File: src/verilog/ipec_map.svh
// Register offsets, field positions and reset values of the pending/enable unit.
// Assumes a 32-bit byte-addressed register port with word-aligned registers on the private peripheral bus.
`ifndef IPEC_MAP_SVH
`define IPEC_MAP_SVH
`define IPEC_ADDR_ENABLE_SET 32'hE000E100
`define IPEC_ADDR_ENABLE_CLEAR 32'hE000E180
`define IPEC_ADDR_PENDING_SET 32'hE000E200
`define IPEC_ADDR_PENDING_CLEAR 32'hE000E280
`define IPEC_ADDR_PRIO_BASE 32'hE000E400
`define IPEC_ADDR_PRIO_LAST 32'hE000E41C
`define IPEC_PRIO_IDX_LSB 2
`define IPEC_PRIO_IDX_MSB 4
`define IPEC_PRIO_BANK_MASK 32'hFFFFFFE0
`define IPEC_PRIO_FIELD_MASK 32'hC0C0C0C0
`define IPEC_RESET_WORD 32'h00000000
`define IPEC_NUM_LINES 32
`define IPEC_NUM_PRIO 8
`endif

File: src/verilog/ipec_pkg.sv
// Types shared by the pending/enable unit.
// Assumes ipec_map.svh is compiled alongside.
package ipec_pkg;
  typedef logic [31:0] ipec_word_t;
  typedef logic [1:0] ipec_prio_t;
endpackage : ipec_pkg

File: src/verilog/ipec_top.sv
// Per-line pending and enable state for 32 external interrupt inputs.
// Assumes a simple register port (sel, write, address, data) on the processor
// clock, exception entry/return strobes from the exception logic, and
// asynchronous interrupt pins that are synchronised here.
`include "ipec_map.svh"
module ipec_top
(
  input wire logic clock,
  input wire logic nrst,
  input wire logic [31:0] irq_lines,
  input wire logic [31:0] exception_entry_event,
  input wire logic [31:0] exception_return_event,
  input wire logic clear_all_active_request,
  input wire logic reg_sel,
  input wire logic reg_write,
  input wire logic [31:0] reg_addr,
  input wire ipec_pkg::ipec_word_t reg_wdata,
  output ipec_pkg::ipec_word_t reg_rdata_ff,
  output logic reg_rvalid_ff,
  output ipec_pkg::ipec_word_t line_pending_state_ff,
  output ipec_pkg::ipec_word_t enable_state_ff,
  output ipec_pkg::ipec_word_t activatable_ff
);
  // ----------------------------------------
  // Input synchronisers
  // ----------------------------------------
  // Active-high lines from sources
  ipec_pkg::ipec_word_t sync1_ff;
  ipec_pkg::ipec_word_t sync2_ff;

  always_ff @(posedge clock or negedge nrst)
  begin
    if (!nrst)
      sync1_ff <= `IPEC_RESET_WORD;
    else
      sync1_ff <= irq_lines;
  end

  always_ff @(posedge clock or negedge nrst)
  begin
    if (!nrst)
      sync2_ff <= `IPEC_RESET_WORD;
    else
      sync2_ff <= sync1_ff;
  end

  // ----------------------------------------
  // Edge history
  // ----------------------------------------
  // Last synchronised level
  ipec_pkg::ipec_word_t prev_ff;

  always_ff @(posedge clock or negedge nrst)
  begin
    if (!nrst)
      prev_ff <= `IPEC_RESET_WORD;
    else
      prev_ff <= sync2_ff;
  end

  // ----------------------------------------
  // Address decode
  // ----------------------------------------
  logic wr;
  logic hit_es;
  logic hit_ec;
  logic hit_ps;
  logic hit_pc;
  logic hit_pr;
  logic [2:0] prio_idx;

  assign wr = reg_sel && reg_write;
  assign hit_es = (reg_addr == `IPEC_ADDR_ENABLE_SET);
  assign hit_ec = (reg_addr == `IPEC_ADDR_ENABLE_CLEAR);
  assign hit_ps = (reg_addr == `IPEC_ADDR_PENDING_SET);
  assign hit_pc = (reg_addr == `IPEC_ADDR_PENDING_CLEAR);
  assign hit_pr = ((reg_addr & `IPEC_PRIO_BANK_MASK) == `IPEC_ADDR_PRIO_BASE);

  // ----------------------------------------
  // Priority index
  // ----------------------------------------
  // Word within the bank
  assign prio_idx = reg_addr[`IPEC_PRIO_IDX_MSB:`IPEC_PRIO_IDX_LSB];

  // ----------------------------------------
  // Write strobes
  // ----------------------------------------
  ipec_pkg::ipec_word_t enable_set_bits;
  ipec_pkg::ipec_word_t enable_clear_bits;
  ipec_pkg::ipec_word_t pending_set_bits;
  ipec_pkg::ipec_word_t pending_clear_bits;

  assign enable_set_bits = (wr && hit_es) ? reg_wdata : `IPEC_RESET_WORD;
  assign enable_clear_bits = (wr && hit_ec) ? reg_wdata : `IPEC_RESET_WORD;
  assign pending_set_bits = (wr && hit_ps) ? reg_wdata : `IPEC_RESET_WORD;
  assign pending_clear_bits = (wr && hit_pc) ? reg_wdata : `IPEC_RESET_WORD;

  // ----------------------------------------
  // Per-line pending and enable
  // ----------------------------------------
  ipec_pkg::ipec_word_t nxt_pending;
  ipec_pkg::ipec_word_t nxt_enable;
  ipec_pkg::ipec_word_t nxt_active;

  genvar g;
  generate
    for (g = 0; g < `IPEC_NUM_LINES; g++)
    begin : g_line
      logic edge_seen;
      logic sample_hi;
      logic sample_lo;
      logic assertion;
      logic deassertion;
      logic set_pend;
      logic clr_pend;
      logic pend_hold;
      logic en_on;
      logic en_off;

      assign edge_seen = sync2_ff[g] && !prev_ff[g];
      assign sample_hi = clear_all_active_request || exception_return_event[g];
      assign sample_lo = pending_clear_bits[g];
      assign assertion = edge_seen || (sync2_ff[g] && sample_hi);
      assign deassertion = !sync2_ff[g] && sample_lo;

      assign clr_pend = exception_entry_event[g] || deassertion;
      assign set_pend = assertion || pending_set_bits[g];
      assign pend_hold = line_pending_state_ff[g] && !clr_pend;
      assign nxt_pending[g] = set_pend || pend_hold;

      assign en_on = enable_set_bits[g];
      assign en_off = enable_clear_bits[g];
      assign nxt_enable[g] = en_on || (enable_state_ff[g] && !en_off);

      assign nxt_active[g] = nxt_pending[g] && nxt_enable[g];
    end
  endgenerate

  // ----------------------------------------
  // Pending state
  // ----------------------------------------
  always_ff @(posedge clock or negedge nrst)
  begin
    if (!nrst)
      line_pending_state_ff <= `IPEC_RESET_WORD;
    else
      line_pending_state_ff <= nxt_pending;
  end

  // ----------------------------------------
  // Enable state
  // ----------------------------------------
  always_ff @(posedge clock or negedge nrst)
  begin
    if (!nrst)
      enable_state_ff <= `IPEC_RESET_WORD;
    else
      enable_state_ff <= nxt_enable;
  end

  // ----------------------------------------
  // Activation view
  // ----------------------------------------
  // Offered only when enabled
  always_ff @(posedge clock or negedge nrst)
  begin
    if (!nrst)
      activatable_ff <= `IPEC_RESET_WORD;
    else
      activatable_ff <= nxt_active;
  end

  // ----------------------------------------
  // Priority bank
  // ----------------------------------------
  ipec_pkg::ipec_word_t prio_rdata;
  logic prio_wr;

  assign prio_wr = wr && hit_pr;

  ipec_prio_mem ipec_prio_mem_inst
  (
    .clock(clock),
    .nrst(nrst),
    .wr_en(prio_wr),
    .idx(prio_idx),
    .wdata(reg_wdata),
    .rdata_ff(prio_rdata)
  );

  // ----------------------------------------
  // Read select
  // ----------------------------------------
  ipec_pkg::ipec_word_t rd_word;

  always_comb
  begin
    rd_word = `IPEC_RESET_WORD;
    if (hit_es || hit_ec)
      rd_word = enable_state_ff;
    else if (hit_ps || hit_pc)
      rd_word = line_pending_state_ff;
  end

  // ----------------------------------------
  // Read capture
  // ----------------------------------------
  logic rd_req;
  logic rd_pr_ff;
  logic rd_pend_ff;
  ipec_pkg::ipec_word_t rd_word_ff;

  assign rd_req = reg_sel && !reg_write;

  always_ff @(posedge clock or negedge nrst)
  begin
    if (!nrst)
      rd_pend_ff <= 1'h0;
    else
      rd_pend_ff <= rd_req;
  end

  always_ff @(posedge clock or negedge nrst)
  begin
    if (!nrst)
      rd_pr_ff <= 1'h0;
    else
      rd_pr_ff <= rd_req && hit_pr;
  end

  always_ff @(posedge clock or negedge nrst)
  begin
    if (!nrst)
      rd_word_ff <= `IPEC_RESET_WORD;
    else
      rd_word_ff <= rd_word;
  end

  // ----------------------------------------
  // Read return
  // ----------------------------------------
  always_ff @(posedge clock or negedge nrst)
  begin
    if (!nrst)
      reg_rvalid_ff <= 1'h0;
    else
      reg_rvalid_ff <= rd_pend_ff;
  end

  always_ff @(posedge clock or negedge nrst)
  begin
    if (!nrst)
      reg_rdata_ff <= `IPEC_RESET_WORD;
    else
      reg_rdata_ff <= rd_pr_ff ? prio_rdata : rd_word_ff;
  end
endmodule : ipec_top

File: src/verilog/ipec_prio_mem.sv
// Priority register bank: eight words, only the two-bit fields stored.
// Assumes the caller decodes the bank window; read data are registered.
`include "ipec_map.svh"
module ipec_prio_mem
(
  input wire logic clock,
  input wire logic nrst,
  input wire logic wr_en,
  input wire logic [2:0] idx,
  input wire ipec_pkg::ipec_word_t wdata,
  output ipec_pkg::ipec_word_t rdata_ff
);
  ipec_pkg::ipec_word_t mem_ff [`IPEC_NUM_PRIO];

  // ----------------------------------------
  // Storage
  // ----------------------------------------
  genvar g;
  generate
    for (g = 0; g < `IPEC_NUM_PRIO; g++)
    begin : g_word
      always_ff @(posedge clock or negedge nrst)
      begin
        if (!nrst)
          mem_ff[g] <= `IPEC_RESET_WORD;
        else if (wr_en && (idx == 3'(g)))
          mem_ff[g] <= wdata & `IPEC_PRIO_FIELD_MASK;
      end
    end
  endgenerate

  // ----------------------------------------
  // Registered read
  // ----------------------------------------
  always_ff @(posedge clock or negedge nrst)
  begin
    if (!nrst)
      rdata_ff <= `IPEC_RESET_WORD;
    else
      rdata_ff <= mem_ff[idx];
  end
endmodule : ipec_prio_mem

File: config.mk
export PLATFORM = sky130hd
export DESIGN_NAME = ipec_top
export DESIGN_NICKNAME = d
export VERILOG_FILES = /design/src/verilog/ipec_pkg.sv /design/src/verilog/ipec_top.sv /design/src/verilog/ipec_prio_mem.sv
export VERILOG_INCLUDE_DIRS = /design/src /design/src/verilog
export SDC_FILE = /design/constraint.sdc
export NUM_CORES = 1
export LEC_CHECK = 0
export BUFFER_PORTS_ARGS = -buffer_cell sky130_fd_sc_hd__buf_4
export CAP_MARGIN = 15
export CORE_MARGIN = 10
export CORE_UTILIZATION = 54
export DETAILED_ROUTE_END_ITERATION = 8
export GPL_ROUTABILITY_DRIVEN = 0
export GPL_TIMING_DRIVEN = 0
export PLACE_DENSITY = 0.77
export SLEW_MARGIN = 25
export SYNTH_ARGS = -nofsm -noshare
export SYNTH_HDL_FRONTEND = slang
export SYNTH_SLANG_ARGS = --single-unit
File: constraint.sdc
create_clock -name clock -period 1.35 [get_ports clock]
set_input_delay 0.135 -clock clock [delete_from_list [all_inputs] [get_ports clock]]
set_output_delay 0.135 -clock clock [all_outputs]
set_load 0.03 [all_outputs]
Word level (Yosys, flattened, before mapping)
Cells that the tools add are included.
W data, S select, Z words.
{ "totals": {"regBits": 355, "inputBits": 165, "out_inout_bits": 129, "wordCells": 576} }
{ "classes": {"muxes": 10, "n_eq_ne": 12, "n_reduce_logical": 532, "magnitude_cmp": 1, "bitwise": 1} }
{ "op_table": {"columns": ["operator", "n"], "rows": [
  ["$mux W32", 9],
  ["$logic_and A1 B1 Y1", 208],
  ["$logic_or A1 B1 Y1", 194],
  ["$logic_not A1 Y1", 129],
  ["$eq A32 B32 Y1 const B", 4],
  ["$bmux W32 S3", 1],
  ["$eq A27 B27 Y1 const B", 1],
  ["$eq A3 B3 Y1 const B", 4],
  ["$eq A3 B2 Y1 const B", 2],
  ["$ge A4 B4 Y1 const B", 1],
  ["$not A3 Y4", 1],
  ["$eq A3 B1 Y1 const B", 1],
  ["$logic_not A3 Y1", 1]
]} }

Logic depth before layout (Yosys ltp)
Gate-level depths: netlist (run 1).
{ "depth": {"depth_word": 9, "depth_mapped": 8, "depth_no_buf": 5} }

By module
Synthesis (run 1) repeated with hierarchy kept, for this count alone.
{ "unflattened": {"cells_unflattened": 1025, "hier_area_um2": 13254.0} }
{ "by_module_without_submodules": {"columns": ["mod", "area_per_inst_um2", "instances", "cells_each"], "rows": [
  ["ipec_top", 9778.1, 1, 779],
  ["ipec_prio_mem", 3475.8, 1, 246]
]} }

Worst setup path after synthesis (run 1)
No wires, ideal clock.
{ "synth_timing": {"path_kind": "in2reg", "startpoint": "in reg_addr[23]", "endpoint": "reg ipec_prio_mem_inst.mem_ff[166] (netlist bit)", "t_arrival_ns": 1.888, "stages": 6, "required_ns": 1.225, "path_slack_ns": -0.663, "setup_ns": 0.125, "path_cell_list": "nor4_1 and3_1 buf_2 nand4_4 nor4_4 mux2_2"} }
{ "synth_via": {"elab_chain_cells": 3} }
{ "synth_rtl": {"columns": ["element", "line", "rtl"], "rows": [
  ["from (decl)", "ipec_top.sv:16", "input wire logic [31:0] reg_addr,"],
  ["$eq A27 B27 Y1 (no line)", null, null],
  ["$logic_and A1 B1 Y1", "ipec_top.sv:179", "assign prio_wr = wr && hit_pr;"],
  ["$logic_and A1 B1 Y1", "ipec_prio_mem.sv:26", "else if (wr_en && (idx == 3'(g)))"],
  ["to (signal, indexed assignment)", "ipec_prio_mem.sv:25", "mem_ff[g] <= `IPEC_RESET_WORD;"],
  ["to (signal, indexed assignment)", "ipec_prio_mem.sv:27", "mem_ff[g] <= wdata & `IPEC_PRIO_FIELD_MASK;"],
  ["to (decl)", "ipec_prio_mem.sv:13", "ipec_pkg::ipec_word_t mem_ff [`IPEC_NUM_PRIO];"]
]} }
No other way between the ends.
A chain may end at the register's enable or synchronous reset.

Worst setup path in the final report (run 1)
{ "layout_timing": {"startpoint": "in reg_addr[5]", "endpoint": "reg line_pending_state_ff[6]"} }
{ "layout_via": {"elab_chain_cells": 8, "word_cells_on_any_way": 12, "cone_classes": "2 x eq/ne; 2 x mux; 8 x reduce/logical"} }
{ "layout_rtl": {"columns": ["element", "line", "rtl"], "rows": [
  ["$eq A32 B32 Y1 (no line)", null, null],
  ["$logic_and A1 B1 Y1", "ipec_top.sv:96", "assign pending_clear_bits = (wr && hit_pc) ? reg_wdata : `IPEC_RESET_WORD;"],
  ["$mux W32 (no line)", null, null],
  ["$logic_and A1 B1 Y1", "ipec_top.sv:124", "assign deassertion = !sync2_ff[g] && sample_lo;"],
  ["$logic_or A1 B1 Y1", "ipec_top.sv:126", "assign clr_pend = exception_entry_event[g] || deassertion;"],
  ["$logic_not A1 Y1", "ipec_top.sv:128", "assign pend_hold = line_pending_state_ff[g] && !clr_pend;"],
  ["$logic_and A1 B1 Y1", "ipec_top.sv:128", null],
  ["$logic_or A1 B1 Y1 *", "ipec_top.sv:129", "assign nxt_pending[g] = set_pend || pend_hold;"],
  ["via nxt_pending[6]", "ipec_top.sv:101", "ipec_pkg::ipec_word_t nxt_pending;"],
  ["to (signal assigned)", "ipec_top.sv:145", "line_pending_state_ff <= `IPEC_RESET_WORD;"],
  ["to (signal assigned)", "ipec_top.sv:147", "line_pending_state_ff <= nxt_pending;"],
  ["to (decl)", "ipec_top.sv:20", "output ipec_pkg::ipec_word_t line_pending_state_ff,"]
]} }
The timed path passes the listed nets; every way through them passes the cells marked *.

==> metrics.cfg, run 1 <==
[worst_hold_path]
hold_path_class = in -> async

[synthesis]
synth_cell_types = 37
yosys_warnings = 0
synth_area_per_cell_sq_um = 14.04
synth_top_area_share_pct = 64.97
synth_enable_flop_cells = 0
synth_async_sr_flop_share_pct = 100.0
ys_top_cells_by_area = dfrtp_1, mux2_2, mux4_2, nor2b_1, a22o_1
synth-main-ff-cell = dfrtp_1
synth-seq-area-share_pct = 64.97
syn-cell-area_sq_mm = 0.01275
synth_cells = 908
ys_ff_latch = 331
yosys.area.top_type = dfrtp_1
syn_nets = 1073

[status]
violations = hold timing, setup timing
outcome = finished with violations

[floorplanning]
num_rows = 56
io_pins = 294
core_area_sq_mm = 0.02333
die-area_sq_mm = 0.03015
die_h_microns = 173.7
start_util_pct = 54.64
die_w_microns = 173.7

[grt]
grt_usage_pct = 29.86
grt_pass1_vias = 11650
overflow = 0
grt_pass1_wl_microns = 70370
grt_max_degree = 95
antenna_found_initial = 4

[pwr]
power_leakage_nw = 9.349
powerDensity_mw_per_mm2 = 1123
ir_drop_v = 0.001146
power_mw = 21.88

[clock_network]
cts_sinks = 331
ctsHtreeMaxLevel = 1
clock_latency_ns = 0.58
cts_buffers = 31
ctsHoldBuffers = 130
cts_root_buf = clkbuf_16
max-clock-path-buffers = 3
path_clk_slew_ns = 0.07
tritoncts = yes

[place]
io_buffer_count = 292
dp.cells = 1522
placed_cell_area_sq_mm = 0.01573
dp_slack_ns = -1.208
dp_hpwl_microns = 27030

[detailed_routing]
drc = 0
drtPass1Iterations = 5
avgRoutedWirePerCell_microns = 30.37
vias_per_cell = 6.334
num_vias = 11140
wirelength_microns = 53420
drtIter0Drc = 1174
ant_nets = 0

[setup_path]
critPathMaxFanout = 5
cp-start-kind = input pin
path_class = in -> reg
critPathArrivalTime_ns = 2.07
r2r-start = ipec_prio_mem_inst.mem_ff[183]
reg2reg_depth = 2
cp.required_ns = 1.81
cp-end-kind = flip-flop
worstSetupStartpoint = reg_addr[5]

[layout]
finalInstanceArea_sq_mm = 0.01948
fin_util_pct = 83.50
stdcell_count = 1759
nets = 1576
syn_to_final_growth_pct = 52.82
nFillCells = 994
drive_gt1_share_pct = 44.57

[sta]
clock_skew_ns = 0.01173
whs_ns = -0.4551
fmax_mhz = 619.4
setup_ws_ns = -0.2644
rsz0062_at_grt = true
fin_tns_setup_ns = -24.72
setup_viol_count_final = 157
finalMaxSlewViolations = 0
timing.final.crit_share_pct = 119.6
hold_violations = 86
finalCriticalPeriod_ns = 1.614
tightest_slew_ns = 0.8210
slew_headroom_pct = 45.27

[job]
drv_cap = 0

==> layout make-up <==
cell class	count	area (sq um)	area share [%]
buffer	53	450.4	2.312
antenna	4	10.01	0.05138
tap	319	399.1	2.049
clock buffer	49	983.4	5.048
clock inverter	9	102.6	0.5266
timing repair buffer	471	4182	21.46
sequential	331	8284	42.52
inverter	33	123.9	0.6358
multi-input combinational	490	4947	25.39
==> layer usage <==
layer / global-route usage (%) / wire, microns / vias to the layer above
met3: 7.253 / 5508 / 298
met4: 14.82 / 4148 / 0
li1: - / - / 4274
met5: 0 / 0 / -
met1: 34.40 / 17760 / 5644
met2: 51.22 / 26010 / 925
==> layout by cell type, fill, tap and decap left out, types with 6 or more instances in the layout <==
cell type and count:
a21boi_1 17, a21boi_2 11, a22o_1 29, a31oi_1 31, buf_12 7, buf_4 299
buf_6 35, clkbuf_1 24, clkbuf_16 38, clkbuf_2 10, clkbuf_8 17, dfrtp_1 330
dlygate4sd3_1 130, inv_1 33, mux2_2 45, mux2_4 68, mux4_2 16, nand2_1 34
nand3b_1 33, nand4_1 32, nor2b_1 56, nor3_4 8, nor4_4 7, o21ai_2 6
o21ai_4 25, o31a_1 30
==> report_power, final <==
part,internal (mW),switching [mW]
clock network,5.36,3.98
logic,0.972,1.23
registers,10.1,0.182
==> critical path, cell delays in order <==
cell and delay [ns]:
buf_6 0.09, nor4b_4 0.38, nand3_2 0.21, or4_4 0.69
clkbuf_16 0.23, o21ai_4 0.22, nand2_1 0.10
==> synthesized netlist by cell type, types with 3 or more instances <==
| cell type | count |
|---|---|
| mux2_2 | 109 |
| mux2_1 | 4 |
| buf_2 | 3 |
| a31oi_1 | 31 |
| nor3_1 | 3 |
| a22o_1 | 32 |
| a21boi_1 | 14 |
| mux4_2 | 16 |
| clkbuf_1 | 48 |
| nor3_4 | 6 |
| buf_1 | 4 |
| o21ai_0 | 34 |
| nand2_1 | 39 |
| nand3b_1 | 33 |
| a21boi_0 | 18 |
| inv_1 | 33 |
| nor2_1 | 3 |
| nand4_1 | 32 |
| dfrtp_1 | 331 |
| o31a_1 | 30 |
| nand2b_1 | 4 |
| nor4_1 | 5 |
| and3_1 | 3 |
| nor2b_1 | 56 |
==> sequential cells by signal (all words and copies together) (netlist names) <==
name	count
activatable_ff	32
enable_state_ff	32
ipec_prio_mem_inst.mem_ff	64
ipec_prio_mem_inst.rdata_ff	8
line_pending_state_ff	32
prev_ff	32
rd_pend_ff	1
rd_pr_ff	1
rd_word_ff	32
reg_rdata_ff	32
reg_rvalid_ff	1
sync1_ff	32
sync2_ff	32
==> repair_timing <==
action,4_1_cts,5_1_grt
gates resized for setup,169,87
endpoints found under the setup margin,190,188
pin swaps,28,39
buffers inserted,29,11
endpoints found under the hold margin,213,86
cloned,3,4
==> cells by family (layout without fill, tap and decap cells) <==
logic type | after synthesis | after routing | share of synthesized area, %
AO/OA/AOI/OAI | 161 | 161 | 9.118
other | 0 | 4 | 0
AND/OR/NAND/NOR | 199 | 200 | 10.48
multiplexers | 129 | 129 | 12.81
buffers and inverters | 88 | 615 | 2.620
flip-flops | 331 | 331 | 64.97
==> final timing paths <==
check / to / slack [ns]
min in group clock: enable_state_ff[30] / 0.06
max in group asynchronous: sync1_ff[31] / 0.58
max reg2reg: ipec_prio_mem_inst.rdata_ff[23] / -0.08
min reg2reg: sync2_ff[31] / 0.35
max: line_pending_state_ff[6] / -0.26
min: reg_rdata_ff[29] / -0.46
(Power assumes the default switching activity.)
==> inputs of run 2 (changes only) <==
REMOVE_ABC_BUFFERS = 1   (was not set)
clock period = 1.6 ns   (was 1.35 ns; I/O delays follow)
==> run 2 against run 1 <==
The flow finishes with violations (setup timing). Cell area shrank 5.2%. Routed wire length shrank 22%. Non-clock buffer count shrank 57. Highest routed layer unchanged.
==> metrics.cfg, run 2 (synthesis gave the netlist of run 1 again) <==
[status]
outcome = finished with violations  ; unchanged
violations = setup timing  ; was hold timing, setup timing

[clock_network]
cts_sinks = 331  ; unchanged
path_clk_slew_ns = 0.06  ; was 0.07 ns
max-clock-path-buffers = 3  ; unchanged
ctsHtreeMaxLevel = 2  ; was 1
cts_buffers = 34  ; was 31
cts_root_buf = clkbuf_16  ; unchanged
tritoncts = yes  ; unchanged
clock_latency_ns = 0.50  ; was 0.58 ns

[grt]
grt_max_degree = 99  ; was 95
antenna_found_initial = 3  ; was 4
grt_pass1_wl_microns = 62890  ; was 70370 microns
grt_usage_pct = 26.44  ; was 29.86%
grt_pass1_vias = 10700  ; was 11650
overflow = 0  ; unchanged

[floorplanning]
io_pins = 294  ; unchanged
die_h_microns = 173.7  ; unchanged
core_area_sq_mm = 0.02333  ; unchanged
num_rows = 56  ; unchanged
die-area_sq_mm = 0.03015  ; unchanged
die_w_microns = 173.7  ; unchanged
start_util_pct = 54.64  ; unchanged

[setup_path]
critPathMaxFanout = 33  ; was 5
max_stage_delay_ns = 0.33  ; was 0.69 ns
reg2reg_depth = 2  ; unchanged
setup.worst_path.end = ipec_prio_mem_inst.mem_ff[6]  ; was line_pending_state_ff[6]
crit_slowest_cell = mux2_2  ; was or4_4
path_class = in -> reg  ; unchanged
critPathArrivalTime_ns = 2.03  ; was 2.07 ns
crit_top_cell = buf_6
path_cells = buf_6, nor2_1, and4_4, nand4_4, buf_6, nor3_4, buf_12, mux2_2  ; was buf_6, nor4b_4, nand3_2, or4_4, clkbuf_16, o21ai_4, nand2_1
worstSetupStartpoint = reg_addr[7]  ; was reg_addr[5]
cp.required_ns = 1.99  ; was 1.81 ns
r2r_setup_slack_ns = 0.22  ; was -0.08 ns
cp-start-kind = input pin  ; unchanged
r2r-start = rd_pr_ff  ; was ipec_prio_mem_inst.mem_ff[183]
timing.rr.end = reg_rdata_ff[15]  ; was ipec_prio_mem_inst.rdata_ff[23]
cp-end-kind = flip-flop  ; unchanged

[sta]
rsz0062_at_grt = true  ; unchanged
finalCriticalPeriod_ns = 1.635
tightest_slew_ns = 0.5511  ; was 0.8210 ns
fmax_mhz = 611.4
slew_headroom_pct = 63.26  ; was 45.27%
finalMaxSlewViolations = 0  ; unchanged
setup_viol_count_final = 36  ; was 157
fin_tns_setup_ns = -0.6857  ; was -24.72 ns
timing.final.crit_share_pct = 102.2
clock_skew_ns = 0.01583  ; was 0.01173 ns
hold_violations = 0  ; was 86
setup_ws_ns = -0.03547  ; was -0.2644 ns

[layout]
nFillCells = 1298  ; was 994
layout_commonest_cell = dfrtp_1  ; unchanged
syn_to_final_growth_pct = 44.86  ; was 52.82%
stdcell_count = 1700  ; was 1759
nets = 1521  ; was 1576
drive_gt1_share_pct = 40.64  ; was 44.57%
top_register = ipec_prio_mem_inst.mem_ff  ; unchanged
mostFrequentLayoutCells = dfrtp_1, buf_4, dlygate4sd3_1, mux2_2, nor2b_1  ; was dfrtp_1, buf_4, dlygate4sd3_1, mux2_4, nor2b_1
largest_register_ffs = 64  ; unchanged

[detailed_routing]
wirelength_microns = 41470  ; was 53420 microns
highest_layer = met4  ; unchanged
vias_per_cell = 5.736  ; was 6.334
drtPass1Iterations = 5  ; unchanged
wl_met2_microns = 20830  ; was 26010 microns
wl_met3_microns = 3162  ; was 5508 microns
drc = 0  ; unchanged
drtIter0Drc = 942  ; was 1174
wl_met1_microns = 15680  ; was 17760 microns
ant_nets = 0  ; unchanged
num_vias = 9751  ; was 11140
avgRoutedWirePerCell_microns = 24.40  ; was 30.37 microns

[pwr]
power_mw = 17.99  ; was 21.88 mW
ir_drop_v = 0.0009756  ; was 0.001146 V
power_leakage_nw = 8.951  ; was 9.349 nW
powerDensity_mw_per_mm2 = 974.4  ; was 1123 mW/mm^2

[place]
dp_hpwl_microns = 25060  ; was 27030 microns
dp.cells = 1485  ; was 1522
io_buffer_count = 293  ; was 292

[job]
drv_cap = 0  ; unchanged

[worst_hold_path]
hold_path_class = in -> reg  ; was in -> async

## run 2: worst min path at each step
stage | cells after the start | end | startpoint | slack (ns)
floorplan | 0 | activatable_ff[0] | nrst | -0.14
global placement | 1 | sync1_ff[25] | irq_lines[25] | 0.27
detailed placement | 1 | sync2_ff[14] | nrst | 0.14
CTS | 4 | line_pending_state_ff[28] | exception_return_event[28] | 0.003
global route | 4 | line_pending_state_ff[17] | exception_return_event[17] | 0.02
finish | 4 | line_pending_state_ff[17] | exception_return_event[17] | 0.04
## run 2: timing repair
item                                    4_1_cts  5_1_grt
pin swaps                                    20       20
gates cloned                                  0        0
endpoints found under the setup margin      157      115
resized for setup                            53       62
setup buffers                                23        8
endpoints found under the hold margin       206        0
hold buffers                                124        0
## run 2: critical path: cells and delay by family
kind	cells	cell delay, ns
muxes	1	0.33
and+or+nand+nor	4	0.90
buffers and inverters	3	0.61
## run 2: power by group
part	total (mW)	leakage, nW	internal (mW)	switching, mW
logic	1.61	4.11	0.759	0.853
clock network	7.69	0.536	4.49	3.20
registers	8.69	4.31	8.56	0.123
## run 2: final cells by class
type | count | area, sq um | share of cell area, %
Timing Repair Buffer | 467 | 4169 | 22.57
Multi-Input combinational cell | 489 | 4409 | 23.88
Clock inverter | 9 | 73.82 | 0.3997
Inverter | 33 | 126.4 | 0.6843
Sequential cell | 331 | 8284 | 44.86
Antenna cell | 3 | 7.507 | 0.04065
Tap cell | 319 | 399.1 | 2.161
Clock buffer | 49 | 998.5 | 5.407
## run 2: stage by stage
| step | instance area (sq um) | setup slack, ns | utilization (%) | hold slack [ns] |
|---|---|---|---|---|
| 4_1_cts | 18310 | -0.03005 | 78.45 | 0.002621 |
| 5_1_grt | 18470 | -0.1124 | 79.15 | 0.02307 |
| 3_5_place_dp | 15490 | -1.394 | 66.41 | 0.1423 |
| 2_1_floorplan | 12540 | -1.256 | - | -0.1356 |
| 3_3_place_gp | 15140 | -3.856 | 64.88 | 0.2697 |
| 6_report | 18470 | -0.03547 | 79.15 | 0.03756 |
## run 2: routing by layer
metal / up-vias / GRT usage, %
met5: - / 0
met4: 0 / 12.50
met3: 126 / 7.036
met2: 490 / 44.09
met1: 4968 / 31.41
li1: 4167 / -
==> inputs of run 3 (changes only) <==
CORE_ASPECT_RATIO = 0.8   (was not set)
SLEW_MARGIN = 15   (was 25)
==> run 3 against run 2 <==
Core utilization decreased by 0.55 points. Critical path type unchanged. Setup slack worse by 0.14 ns. Flip-flop and latch count did not move. Highest routed layer unchanged. Sequential power about the same. The flow still finishes with violations (setup timing). Total power shrank 0.68%. Largest cell class unchanged. Critical endpoint is now activatable_ff[14]. Clock skew increased by 0.0055 ns. Combinational power is essentially flat. Register-to-register slack improved by 0.10 ns. Global-route usage is 0.14 points lower. Clock power decreased by 1%. Via count is 1.3% lower. Clock-buffer cell count is 3 lower.
==> metrics.cfg, run 3 (synthesis gave the netlist of run 1 again) <==
[grt]
met2_usage_pct = 43.61  ; was 44.09%
antenna_found_initial = 3  ; unchanged
use_met1_pct = 33.28  ; was 31.41%
grt_use_met3_pct = 6.877  ; was 7.036%
top_usage_layer = met2  ; unchanged
overflow = 0  ; unchanged
grt_pass1_vias = 10430  ; was 10700
grt_pass1_wl_microns = 61550  ; was 62890 microns
grt_max_degree = 110  ; was 99
grt_usage_pct = 26.30  ; was 26.44%

[detailed_routing]
wirelength_microns = 41140  ; was 41470 microns
avgRoutedWirePerCell_microns = 24.27  ; was 24.40 microns
drc = 0  ; unchanged
ant_nets = 0  ; unchanged
drtPass1Iterations = 5  ; unchanged
vias_per_cell = 5.680  ; was 5.736
num_vias = 9628  ; was 9751
drtIter0Drc = 731  ; was 942

[floorplanning]
io_pins = 294  ; unchanged
die-area_sq_mm = 0.03019  ; was 0.03015 sq mm
die_w_microns = 191.8  ; was 173.7 microns
start_util_pct = 54.63  ; was 54.64%
core_area_sq_mm = 0.02333  ; about the same
num_rows = 50  ; was 56
die_h_microns = 157.4  ; was 173.7 microns

[sta]
hold_violations = 0  ; unchanged
tightest_slew_ns = 0.5977  ; was 0.5511 ns
finalCriticalPeriod_ns = 1.774  ; was 1.635 ns
setup_viol_count_final = 84  ; was 36
clock_skew_ns = 0.02136  ; was 0.01583 ns
finalMaxSlewViolations = 0  ; unchanged
fin_tns_setup_ns = -8.057  ; was -0.6857 ns
slew_headroom_pct = 60.15  ; was 63.26%
fmax_mhz = 563.8  ; was 611.4 MHz
setup_ws_ns = -0.1738  ; was -0.03547 ns
timing.final.crit_share_pct = 110.9  ; was 102.2%
whs_ns = 0.05105  ; was 0.03756 ns
rsz0062_at_grt = true  ; unchanged

[setup_path]
cp.required_ns = 2.02  ; was 1.99 ns
path_class = in -> reg  ; unchanged
critPathArrivalTime_ns = 2.19  ; was 2.03 ns
cp-start-kind = input pin  ; unchanged
cp-end-kind = flip-flop  ; unchanged
critPathMaxFanout = 21  ; was 33

[clock_network]
cts_sinks = 331  ; unchanged
cts_buffers = 31  ; was 34
tritoncts = yes  ; unchanged
cts_root_buf = clkbuf_16  ; unchanged
max-clock-path-buffers = 3  ; unchanged
ctsHtreeMaxLevel = 1  ; was 2
clock_latency_ns = 0.56  ; was 0.50 ns
path_clk_slew_ns = 0.07  ; was 0.06 ns

[layout]
nets = 1522  ; was 1521
largest_register_ffs = 64  ; unchanged
layout_commonest_cell = dfrtp_1  ; unchanged
drive_gt1_share_pct = 40.51  ; was 40.64%
syn_to_final_growth_pct = 43.87  ; was 44.86%
finalInstanceArea_sq_mm = 0.01834  ; was 0.01847 sq mm
mostFrequentLayoutCells = dfrtp_1, buf_4, dlygate4sd3_1, mux2_2, nor2b_1  ; unchanged
stdcell_count = 1695  ; was 1700
top_register = ipec_prio_mem_inst.mem_ff  ; unchanged

[pwr]
swShare_pct = 22.89  ; was 23.21%
ir_drop_v = 0.0008688  ; was 0.0009756 V
internal-power_mw = 13.78  ; was 13.82 mW
switchingPower_mw = 4.090  ; was 4.176 mW
powerDensity_mw_per_mm2 = 974.4  ; about the same
pwr-share-seq_pct = 48.6  ; was 48.3%
power_frac_comb_pct = 9.0  ; about the same
clkPwrFrac_pct = 42.4  ; was 42.8%
power_leakage_nw = 8.939  ; was 8.951 nW

[job]
drv_cap = 0  ; unchanged

[status]
violations = setup timing  ; unchanged
outcome = finished with violations  ; unchanged

[place]
io_buffer_count = 293  ; unchanged
dp.cells = 1476  ; was 1485
placed_cell_area_sq_mm = 0.01546  ; was 0.01549 sq mm
dp_hpwl_microns = 25280  ; was 25060 microns
dp_slack_ns = -1.351  ; was -1.394 ns

[worst_hold_path]
hold_path_class = in -> reg  ; unchanged

[run 3: cell count changes in the layout (fill, tap and decap cells not counted), moves of 5 or more]
| cell | delta |
|---|---|
| mux2_2 | +26 |
| mux2_4 | -28 |
| o21ai_1 | -5 |
| buf_6 | -17 |
| buf_4 | +15 |
| dlygate4sd3_1 | +5 |
[run 3: power groups by stage]
stage	clock (mW)	combinational, mW	sequential, mW
floorplan	0	0.284	8.94
global placement	0	1.20	8.83
detailed placement	0	1.26	8.83
CTS	7.66	1.54	8.68
global route	8.05	1.72	8.70
finish	7.58	1.60	8.69
[run 3: through the flow]
stage | util [%] | total power, mW
2_1_floorplan | - | 9.225
3_3_place_gp | 64.83 | 10.03
3_5_place_dp | 66.27 | 10.09
4_1_cts | 77.53 | 17.88
5_1_grt | 78.60 | 18.47
6_report | 78.60 | 17.87
[run 3: cell type report]
class	instances	area, sq um
repair buffers	471	4160
clock buffers	46	922.1
multi-input cells	489	4314
flip-flops and latches	331	8284
inverters	33	123.9
clock inverters	10	138.9
diodes	3	7.507
well taps	312	390.4
fillers	1255	4994
[run 3: path summary, 6_finish.rpt]
check                                          start                       end  slack (ns)  cells after the start
min in group asynchronous                       nrst          reg_rdata_ff[31]        0.15                      2
setup reg to reg                            rd_pr_ff          reg_rdata_ff[14]        0.32                      2
setup / recovery                        reg_addr[16]        activatable_ff[14]       -0.17                      7
hold / removal             exception_return_event[5]  line_pending_state_ff[5]        0.05                      5
max in group asynchronous                       nrst                prev_ff[0]        0.28                      4
hold reg to reg                         sync1_ff[16]              sync2_ff[16]        0.35                      0
[run 3: critical path, stage by stage]
cell	delay, ns
buf_4	0.12
nor4_2	0.39
nand4_1	0.32
or4_4	0.67
buf_16	0.20
o21ai_1	0.20
a21boi_1	0.12
[run 3: repair_timing]
item / 4_1_cts / 5_1_grt
resized for setup: 25 / 48
buffers inserted: 21 / 9
pin swaps: 16 / 13
endpoints found under the setup margin: 156 / 110
hold buffers: 129 / 0
endpoints found under the hold margin: 248 / 0
gates cloned: 0 / 1
[run 3: layer usage]
metal | routed length [microns] | up-vias
li1 | - | 4176
met5 | 0 | -
met1 | 15930 | 4902
met2 | 20500 | 465
met3 | 3660 | 85
met4 | 1056 | 0
